--- src/verilog/acc_pkg.sv ---
// Functional notes
// RULE1 - 24 or 48 machine cycles per conversion
// RULE2 - first 6 cycles sample, inside total
// RULE3 - channel bits pick input 0 to 3
// RULE4 - channel writes only when idle, clear
// RULE5 - result lands in result register
// RULE6 - starts never disturb running conversion
// RULE7 - starts while busy or done dropped
// RULE8 - result frozen while done set
// RULE9 - power-down aborts; done result survives
// RULE10 - pin start only when enable bit set
// RULE11 - start sets busy; zero write ignored
// RULE12 - done follows busy within one cycle
// RULE13 - done raises interrupt; software clears only
// RULE14 - reference-off bit turns ladder off
// RULE15 - done set for every start method
// RULE16 - control runs on during idle
// RULE17 - pin synchronised, rising edge one request
package acc_pkg;
  localparam logic [7:0] ADDR_CONTROL   = 8'hc4;
  localparam logic [7:0] ADDR_RESULT    = 8'hc5;
  localparam logic [7:0] ADDR_IRQ_STAT  = 8'hc6;
  localparam logic [7:0] ADDR_IRQ_MASK  = 8'hc7;
  localparam int BIT_REF_OFF  = 6;
  localparam int BIT_EXT_EN   = 5;
  localparam int BIT_DONE     = 4;
  localparam int BIT_BUSY     = 3;
  localparam int BIT_TIME_SEL = 2;
  localparam int BIT_CH_HI    = 1;
  localparam int BIT_CH_LO    = 0;
  localparam logic [7:0] RESET_CONTROL = 8'h00;
  localparam logic [7:0] RESET_RESULT  = 8'h00;
  localparam logic [7:0] RESET_MASK    = 8'h00;
  localparam logic [3:0] MC_CLOCKS     = 4'd12;
  localparam logic [5:0] CONV_SHORT_MC = 6'd24;
  localparam logic [5:0] CONV_LONG_MC  = 6'd48;
  localparam logic [5:0] SAMPLE_MC     = 6'd6;
  typedef enum logic [1:0] {ACC_IDLE, ACC_SAMPLE, ACC_CONVERT} acc_state_e;
endpackage : acc_pkg

--- src/verilog/acc_ctrl.sv ---
// Design decision made here: the plain strobed port.
`timescale 1ns/1ps
module acc_ctrl (
  input  wire logic       clk,
  input  wire logic       rst_b,
  input  wire logic [7:0] addr,
  input  wire logic [7:0] wdata,
  input  wire logic       wr_stb,
  input  wire logic       rd_stb,
  output logic      [7:0] rdata,
  input  wire logic       ext_start_pin,
  input  wire logic       power_down_request,
  input  wire logic       sleep_light_request,
  input  wire logic [7:0] core_result,
  output logic      [1:0] mux_select,
  output logic            sample_en,
  output logic            convert_en,
  output logic            reference_off,
  output logic            irq
);
  typedef struct packed {
    acc_pkg::acc_state_e st;
    logic [3:0] osc_cnt;
    logic [5:0] mc_cnt;
    logic       ref_off;
    logic       ext_en;
    logic       done;
    logic       busy;
    logic       time_sel;
    logic [1:0] chan;
    logic [7:0] result;
    logic       irq_mask;
    logic       pin_s1;
    logic       pin_s2;
    logic       pin_s3;
    logic       pd_s1;
    logic       pd_s2;
    logic [7:0] rdata;
    logic       irq;
    logic       sample_en;
    logic       convert_en;
  } acc_s;
  acc_s q_reg;
  acc_s q_next;

  function automatic logic [7:0] ctl_view(input acc_s s);
    ctl_view = {1'b0, s.ref_off, s.ext_en, s.done, s.busy, s.time_sel, s.chan};
  endfunction : ctl_view

  logic mc_tick;
  logic pin_rise;
  logic conv_end;
  logic [5:0] total_mc;
  assign mc_tick  = (q_reg.osc_cnt == acc_pkg::MC_CLOCKS - 4'd1);
  assign pin_rise = q_reg.pin_s2 & ~q_reg.pin_s3; // [RULE17]
  assign total_mc = q_reg.time_sel ? acc_pkg::CONV_LONG_MC : acc_pkg::CONV_SHORT_MC; // [RULE1]
  assign conv_end = (q_reg.st == acc_pkg::ACC_CONVERT) && mc_tick
                    && (q_reg.mc_cnt == total_mc - 6'd1);

  // sleep_light_request is not consulted: the sequencer keeps the same clock in idle
  always_comb begin
    logic sw_start;
    logic wr_ctl;
    logic idle_ok;
    q_next   = q_reg;
    sw_start = 1'b0;
    wr_ctl   = wr_stb && (addr == acc_pkg::ADDR_CONTROL);
    idle_ok  = ~q_reg.busy & ~q_reg.done;
    q_next.pin_s1 = ext_start_pin;
    q_next.pin_s2 = q_reg.pin_s1;
    q_next.pin_s3 = q_reg.pin_s2;
    q_next.pd_s1  = power_down_request;
    q_next.pd_s2  = q_reg.pd_s1;
    // machine cycle prescaler, free running including idle
    q_next.osc_cnt = mc_tick ? 4'd0 : q_reg.osc_cnt + 4'd1; // [RULE16]
    if (wr_ctl) begin
      q_next.ref_off  = wdata[acc_pkg::BIT_REF_OFF]; // [RULE14]
      q_next.ext_en   = wdata[acc_pkg::BIT_EXT_EN];
      q_next.time_sel = wdata[acc_pkg::BIT_TIME_SEL];
      if (idle_ok) begin
        q_next.chan = {wdata[acc_pkg::BIT_CH_HI], wdata[acc_pkg::BIT_CH_LO]}; // [RULE4]
      end
      if (!wdata[acc_pkg::BIT_DONE]) begin
        q_next.done = 1'b0; // [RULE13]
      end
      sw_start = wdata[acc_pkg::BIT_BUSY]; // zero write ignored [RULE11]
    end
    if (wr_stb && addr == acc_pkg::ADDR_IRQ_STAT && wdata[acc_pkg::BIT_DONE]) begin
      q_next.done = 1'b0; // write-one-clear alias
    end
    if (wr_stb && addr == acc_pkg::ADDR_IRQ_MASK) begin
      q_next.irq_mask = wdata[acc_pkg::BIT_DONE];
    end
    // sequencer
    case (q_reg.st)
      acc_pkg::ACC_IDLE: begin
        // starts are taken only when neither flag is set; others are lost
        if (idle_ok && !q_reg.pd_s2
            && (sw_start || (pin_rise && q_reg.ext_en))) begin // [RULE7] [RULE10]
          q_next.st      = acc_pkg::ACC_SAMPLE;
          q_next.busy    = 1'b1; // [RULE11]
          q_next.mc_cnt  = 6'd0;
          q_next.osc_cnt = 4'd0;
        end
      end
      acc_pkg::ACC_SAMPLE: begin
        if (mc_tick) begin
          q_next.mc_cnt = q_reg.mc_cnt + 6'd1;
          if (q_reg.mc_cnt == acc_pkg::SAMPLE_MC - 6'd1) begin
            q_next.st = acc_pkg::ACC_CONVERT; // [RULE2]
          end
        end
      end
      acc_pkg::ACC_CONVERT: begin
        if (mc_tick) begin
          q_next.mc_cnt = q_reg.mc_cnt + 6'd1;
        end
        if (conv_end) begin
          q_next.st     = acc_pkg::ACC_IDLE;
          q_next.busy   = 1'b0; // [RULE12]
          q_next.done   = 1'b1; // set beats clear [RULE15] [RULE13]
          q_next.result = core_result; // [RULE5]
        end
      end
      default: begin
        q_next.st = acc_pkg::ACC_IDLE;
      end
    endcase
    // running conversion ignores starts; power-down aborts it only [RULE6] [RULE9]
    // an abort on the last cycle must not slip a half result in as done
    if (q_reg.pd_s2 && q_reg.st != acc_pkg::ACC_IDLE) begin
      q_next.st     = acc_pkg::ACC_IDLE;
      q_next.busy   = 1'b0;
      q_next.done   = q_reg.done; // [RULE9]
      q_next.result = q_reg.result;
    end
    q_next.sample_en  = (q_next.st == acc_pkg::ACC_SAMPLE);
    q_next.convert_en = (q_next.st == acc_pkg::ACC_CONVERT);
    q_next.irq        = q_next.done & q_next.irq_mask; // [RULE13]
    // read data one cycle after the strobe
    q_next.rdata = 8'h00;
    if (rd_stb) begin
      case (addr)
        acc_pkg::ADDR_CONTROL:  q_next.rdata = ctl_view(q_reg);
        acc_pkg::ADDR_RESULT:   q_next.rdata = q_reg.result;
        acc_pkg::ADDR_IRQ_STAT: q_next.rdata = {3'b000, q_reg.done, 4'h0};
        acc_pkg::ADDR_IRQ_MASK: q_next.rdata = {3'b000, q_reg.irq_mask, 4'h0};
        default:                q_next.rdata = 8'h00;
      endcase
    end
  end

  // whole state in one register
  always_ff @(posedge clk or negedge rst_b) begin
    if (!rst_b) begin
      q_reg <= '0;
    end else begin
      q_reg <= q_next;
    end
  end

  assign rdata         = q_reg.rdata;
  assign mux_select    = q_reg.chan; // [RULE3]
  assign sample_en     = q_reg.sample_en;
  assign convert_en    = q_reg.convert_en;
  assign reference_off = q_reg.ref_off;
  assign irq           = q_reg.irq;

  property p_len;
    @(posedge clk) disable iff (!rst_b)
      $rose(q_reg.busy) && !q_reg.time_sel && !q_reg.pd_s2 ##1 !q_reg.pd_s2 [*8]
      |-> q_reg.busy;
  endproperty
  a_len: assert property (p_len) else $error("conversion ended early"); // [RULE1]

  // length of each busy spell, so the full count is checked where it ends
  logic [9:0] busy_len_reg;
  always_ff @(posedge clk or negedge rst_b) begin
    if (!rst_b) begin
      busy_len_reg <= 10'h000;
    end else if (q_reg.busy) begin
      busy_len_reg <= busy_len_reg + 10'h001;
    end else begin
      busy_len_reg <= 10'h000;
    end
  end

  property p_full_len;
    @(posedge clk) disable iff (!rst_b)
      conv_end && !q_reg.pd_s2 |-> busy_len_reg == (q_reg.time_sel
        ? 10'(acc_pkg::CONV_LONG_MC) * 10'(acc_pkg::MC_CLOCKS) - 10'h001
        : 10'(acc_pkg::CONV_SHORT_MC) * 10'(acc_pkg::MC_CLOCKS) - 10'h001);
  endproperty
  a_full_len: assert property (p_full_len) else $error("conversion length wrong"); // [RULE1]

  property p_sample;
    @(posedge clk) disable iff (!rst_b)
      $rose(q_reg.busy) && !q_reg.pd_s2 |-> ##[71:73] q_reg.st == acc_pkg::ACC_CONVERT
      || q_reg.pd_s2 || !q_reg.busy;
  endproperty
  a_sample: assert property (p_sample) else $error("sampling length wrong"); // [RULE2]

  property p_chan;
    @(posedge clk) disable iff (!rst_b)
      (q_reg.busy || q_reg.done) |=> $stable(q_reg.chan);
  endproperty
  a_chan: assert property (p_chan) else $error("channel changed while locked"); // [RULE4]

  property p_hold;
    @(posedge clk) disable iff (!rst_b)
      q_reg.done |=> $stable(q_reg.result);
  endproperty
  a_hold: assert property (p_hold) else $error("result changed while done"); // [RULE8]

  property p_block;
    @(posedge clk) disable iff (!rst_b)
      (q_reg.busy || q_reg.done) && q_reg.st == acc_pkg::ACC_IDLE |=> !$rose(q_reg.busy);
  endproperty
  a_block: assert property (p_block) else $error("start accepted while blocked"); // [RULE7]

  property p_ext;
    @(posedge clk) disable iff (!rst_b)
      !q_reg.ext_en && !wr_stb |=> !$rose(q_reg.busy);
  endproperty
  a_ext: assert property (p_ext) else $error("pin start while disabled"); // [RULE10]

  property p_done;
    @(posedge clk) disable iff (!rst_b)
      conv_end && !q_reg.pd_s2 |=> q_reg.done && !q_reg.busy;
  endproperty
  a_done: assert property (p_done) else $error("completion flags wrong"); // [RULE12]

  property p_irq;
    @(posedge clk) disable iff (!rst_b)
      q_reg.done && q_reg.irq_mask |=> irq || !q_reg.done || !q_reg.irq_mask;
  endproperty
  a_irq: assert property (p_irq) else $error("interrupt missing"); // [RULE13]

  property p_abort;
    @(posedge clk) disable iff (!rst_b)
      q_reg.pd_s2 && q_reg.st != acc_pkg::ACC_IDLE |=> !q_reg.busy && $stable(q_reg.done);
  endproperty
  a_abort: assert property (p_abort) else $error("power-down abort wrong"); // [RULE9]

  property p_ref;
    @(posedge clk) disable iff (!rst_b)
      wr_stb && addr == acc_pkg::ADDR_CONTROL |=> reference_off == $past(wdata[6]);
  endproperty
  a_ref: assert property (p_ref) else $error("reference bit not applied"); // [RULE14]
endmodule : acc_ctrl

--- config.mk ---
export PLATFORM = sky130hd
export DESIGN_NAME = acc_ctrl
export DESIGN_NICKNAME = d
export VERILOG_FILES = /design/src/verilog/acc_pkg.sv /design/src/verilog/acc_ctrl.sv
export SDC_FILE = /design/constraint.sdc
export NUM_CORES = 1
export LEC_CHECK = 0
export ABC_AREA = 1
export BUFFER_PORTS_ARGS = -buffer_cell sky130_fd_sc_hd__buf_4
export CAP_MARGIN = 30
export CORE_ASPECT_RATIO = 0.5
export CORE_MARGIN = 3
export CORE_UTILIZATION = 59
export DETAILED_ROUTE_END_ITERATION = 12
export GPL_ROUTABILITY_DRIVEN = 0
export GPL_TIMING_DRIVEN = 0
export PLACE_DENSITY = 0.85
export SYNTH_ARGS = -nofsm -noshare
export SYNTH_HDL_FRONTEND = slang
export SYNTH_SLANG_ARGS = --single-unit
--- constraint.sdc ---
create_clock -name clk -period 4.81 [get_ports clk]
set_clock_uncertainty 0.05 [all_clocks]
set_input_delay 0.7215 -clock clk [delete_from_list [all_inputs] [get_ports clk]]
set_output_delay 0.7215 -clock clk [all_outputs]
set_load 0.01 [all_outputs]
After elaboration in Yosys (flattened, before gate mapping)
Index checks and enable logic that the tools add are counted.
- flip-flop bits (word level): 44
- bits of input ports: 31
- output and inout bits: 14
- logic and storage cells: 89
- add/sub/neg operators: 3
- eq/ne operators: 15
- muxes and demuxes: 23
- bitwise logic cells: 7
- reductions and logical operators: 21
- operators by type and width (cell ; number):
    8-bit equality test, second input constant ; 4
    8-bit one-hot mux with 4 select lines ; 1
    12-bit 2-to-1 mux ; 1
    2-bit 2-to-1 mux ; 6
    6-bit 2-to-1 mux ; 2
    6-bit one-hot mux with 2 select lines ; 1
    1-bit logical AND ; 10
    3-bit AND reduction ; 3
    4-bit 2-to-1 mux ; 2
    8-bit 2-to-1 mux ; 1
    1-bit 2-to-1 mux ; 7
    6-bit by 1-bit adder with 6-bit output, second input constant ; 1
    6-bit by 3-bit equality test with 1-bit output, second input constant ; 1
    6-bit equality test ; 1
    2-bit one-hot mux with 3 select lines ; 1
    6-bit by 1-bit subtractor with 6-bit output, second input constant ; 1
    4-bit by 1-bit adder with 4-bit output, second input constant ; 1
    2-bit by 1-bit equality test with 1-bit output, second input constant ; 2
    2-bit equality test, second input constant ; 2
    4-bit equality test, second input constant ; 1
    1-bit NOT ; 4
    2-bit nonzero test ; 2
    1-bit bitwise AND ; 3
    3-bit by 2-bit inequality test with 1-bit output, second input constant ; 1
    10 further kinds ; 10

Logic depth before layout (Yosys ltp)
- word-level depth: 9
- depth in mapped cells: 14
- gate-level depth less buffers: 14

Worst setup path after synthesis
OpenSTA, ideal clock, no wires.
- path kind: input to register
- start point: in addr[5]
- end point: reg q_reg[32] (netlist bit)
- setup time: 0.117 ns
- arrival: 1.702 ns
- required time: 4.643 ns
- slack: 2.941 ns
- stages on the path: 11
- path buffers: 1
- cell sequence: nor2_1 > nand2_2 > nor2_4 > nand3_2 > nand2_2 > nand2_2 > nand2_4 > nand2_4 > buf_6 > nand2_2 > o21ai_2
- cells in the longest elaborated chain, start to end: 7
- ends and longest elaborated chain (element ; line ; RTL):
    from (decl) ; acc_ctrl.sv:6 ; input wire logic [7:0] addr,
    8-bit equality test ; acc_ctrl.sv:67 ; wr_ctl = wr_stb && (addr == acc_pkg::ADDR_CONTROL);
    1-bit logical AND ; acc_ctrl.sv:67 ;
    1-bit 2-to-1 mux ; acc_ctrl.sv:76 ; if (wr_ctl) begin
    1-bit logical OR ; acc_ctrl.sv:99 ; && (sw_start || (pin_rise && q_reg.ext_en))) begin
    1-bit logical AND ; acc_ctrl.sv:99 ;
    2-bit inequality test (no line) ; n/a ;
    3-bit AND reduction (no line) ; n/a ;
    to (signal assigned) ; acc_ctrl.sv:158 ; q_reg <= q_next;
    to (decl) ; acc_ctrl.sv:43 ; acc_s q_reg;
No other way between the ends.
A chain may end at the register's enable or synchronous reset.

Worst setup path after layout
- start point: reg q_reg[42] (netlist bit)
- end point: reg q_reg[21] (netlist bit)
- cells in the longest elaborated chain, start to end: 4
- elaborated cells on any way between the ends: 7
- classes of those cells: 1 x eq/ne; 1 x bitwise; 5 x reduce/logical
- ends and longest elaborated chain (element ; line):
    2-bit equality test or 2-bit nonzero test (tied branches) ; acc_ctrl.sv:57, acc_ctrl.sv:95, acc_ctrl.sv:131
    1-bit logical AND (on tied branches) ; acc_ctrl.sv:57, acc_ctrl.sv:131
    1-bit logical AND or 1-bit NOT (tied branches) ; n/a
    3-bit AND reduction (no line) * ; n/a
Every way passes the cells marked *; elsewhere a longest branch is shown, timed or not.

==> results.toml <==
[run_status]
status = "finished clean"

[clocking]
cts_resized = 0
htree_levels = 2
post_cts_buffers = 0
clk_pin_slew_ps = 80
cts_made_buffers = 5
clock_sinks = 44
cts_hold_buf = 0
clockBufferDepth = 2
cts_tree = "built"
root_buffer = "clkbuf_8"
clock_latency_ps = 300

[final_layout]
largest_reg_flops = 27
utilization_pct = 76.7
nNetsFinal = 333
n_antenna_cell = 0
layout-drive-gt1-share_pct = 33.4
syn2layout_area_growth_pct = 21.0
fillers = 239

[critical_path]
max_stage_delay_ps = 440
crit_type = "reg2reg"
arrival_ps = 2170
worst_ep_required_time_ps = 4950
crit_chain = "inv_1 > ha_1 > nand2_1 > inv_1 > nand2_1 > nor2_2 > nand4_2 > mux2_2"
end_kind = "flip-flop"
critPathMaxFanout = 10
startpoint_type = "flip-flop"
crit_slowest_cell = "dfrtp_1"

[sta]
worstMarginPinSlew_ps = 577
fin_setup_tns_ps = 0
min_period_ps = 2030
grt_setup_unrepaired = "false"
setup_viol = 0
fmax_mhz = 493
hold_violations = 0
worst_slack_ps = 2780
whs_ps = 308
worst_slew_margin_rel_pct = 61.4
slew_viol_final = 0
min_period_over_period_pct = 42.2

[synth]
synth-seq-cells = 44
synth_top_area_cell = "dfrtp_1"
ys_seq_area_share_pct = 49.0
synth_top_area_share_pct = 49.0
yosysWarnings = 0
synth_area_per_cell_um2 = 9.13
ys_types = 29
synth_cells = 246
syn_nets = 284
synth_area_mm2 = 0.00225
synth_area_leaders = "dfrtp_1 (49%), nand2_1 (9.2%), mux2_2 (5.5%)"

[floorplanning]
die_width_um = 93.3
rows = 15
die_y_um = 49.6
dieArea_mm2 = 0.00463
ios = 45
start_util_pct = 63.4
core-area_mm2 = 0.00355

[global_routing]
antenna_found_initial = 0
grt_pass1_vias = 1743
track_usage_pct = 21.1
grt_max_degree = 45
grt_overflow_total = 0
grt_pass1_wl_mm = 7.59

[pwr]
ir_drop_mv = 0.206
swShare_pct = 33.8
combPwrFrac_pct = 28.3
p_per_area_mw_per_mm2 = 356
switchingPower_uw = 327
p_leak_nw = 1.39
pwr-share-seq_pct = 46.6
clkPwrFrac_pct = 25.1
p_int_uw = 641

[drt]
route.detailed.drc = 0
vias = 1792
wl_per_cell_um = 12.9
dr.pass1.iters = 5
postRouteAntennaNets = 0
wl_mm = 4.49
via_per_inst = 5.16
initialDrtViolationCount = 81

[placed_design]
dpl.hpwl_mm = 3.26
post-place-ws_ps = 2670
port_buffers = 42

[worst_hold_path]
min_path_type = "reg2reg"

[flow_run]
maxCapViolCount = 0
==> per-layer routing <==
layer	wire length (µm)	part of all wire [%]	track usage (%)
met2	2170	48	34.9
met1	1980	44	25.5
met4	60	1.3	10.7
met3	280	6.2	5.64
met5	0	0	0
==> synthesized netlist by cell type <==
master     n
nand3_1   13
clkinv_1   1
nor3_1     1
nand3_2    1
buf_6      1
o21ai_2    7
nor2_4     3
mux2_2    11
xor2_1     3
ha_1       7
inv_1     26
nor2_2     1
o21ai_0    7
nand4_1    8
nand2_2    8
nand4_2    1
or2_2      1
o21a_1     1
dfrtp_1   44
a21oi_1   11
a31oi_1    1
buf_4     10
inv_2      3
nand3b_1   1
clkbuf_1   1
nor2_1    16
buf_2      1
nand2_1   55
nand2_4    2
==> cell type report <==
cell class                      instances  area (µm²)  share of cell area [%]
Tap cell                               51        63.8                    2.35
Sequential cell                        44        1100                    40.5
Multi-Input combinational cell        159         938                    34.5
Buffer                                 13        95.1                    3.50
Inverter                               30         113                    4.14
Clock inverter                          1        7.51                   0.276
Clock buffer                            7        86.3                    3.17
Timing Repair Buffer                   42         315                    11.6
==> cells in the final DEF (no fill, tap or decap), drive strengths merged <==
cell	count
clkinvlp	1
xor2	3
a31oi	1
mux2	11
ha	7
nand2	65
a21oi	11
nand4	9
o21a	1
o21ai	14
or2	1
nor2	20
nand3	14
nand3b	1
inv	29
nor3	1
clkbuf	8
dfrtp	44
clkinv	1
buf	54
==> stage by stage <==
step                area [µm²]  total power [mW]  std cells
finish                    2720             0.968        347
global route              2720              1.04        347
CTS                       2720             0.973        347
detailed placement        2630             0.732        339
global placement          2630             0.716        339
floorplan                 2250             0.651        246
==> critical path, delay by kind of cell, from the launching register on <==
kind                     cells  cell delay [ps]
AND/OR/NAND/NOR              4              570
flip-flops                   1              440
multiplexers                 1              390
adder cells (fa/ha/maj)      1              250
buffers and inverters        2              210
==> kinds of logic (layout without fill, tap and decap cells) <==
kind of cell / after synthesis / after routing / share of synthesized area (%)
flops: 44 / 44 / 49.0
simple gates: 111 / 111 / 23.8
buf+inv: 43 / 93 / 9.24
xor+xnor: 3 / 3 / 1.17
compound gates: 27 / 27 / 7.35
fa+ha+maj: 7 / 7 / 3.90
mux: 11 / 11 / 5.51
==> power by group through the flow <==
stage	clock network [mW]	registers, mW	logic, mW
after detailed placement	0	0.458	0.274
after CTS	0.246	0.451	0.277
final	0.243	0.451	0.274
after global placement	0	0.454	0.262
after global routing	0.265	0.456	0.314
after floorplan	0	0.451	0.200
==> final timing paths <==
check | cells past startpoint | start | to | slack (ps)
worst max-delay path | 8 | q_reg[42]$_DFF_PN0_ | q_reg[21]$_DFFE_PN0P_ | 2780
worst min-delay path | 0 | q_next[14]$_DFF_PN0_ | q_next[13]$_DFF_PN0_ | 310
worst max register to register | 8 | q_reg[42]$_DFF_PN0_ | q_reg[21]$_DFFE_PN0P_ | 2780
worst min register to register | 0 | q_next[14]$_DFF_PN0_ | q_next[13]$_DFF_PN0_ | 310
max in group asynchronous | 1 | rst_b | q_reg[41]$_DFF_PN0_ | 4000
min in group asynchronous | 1 | rst_b | reference_off$_DFFE_PN0N_ | 350
Power figures use the tool's default switching activity.
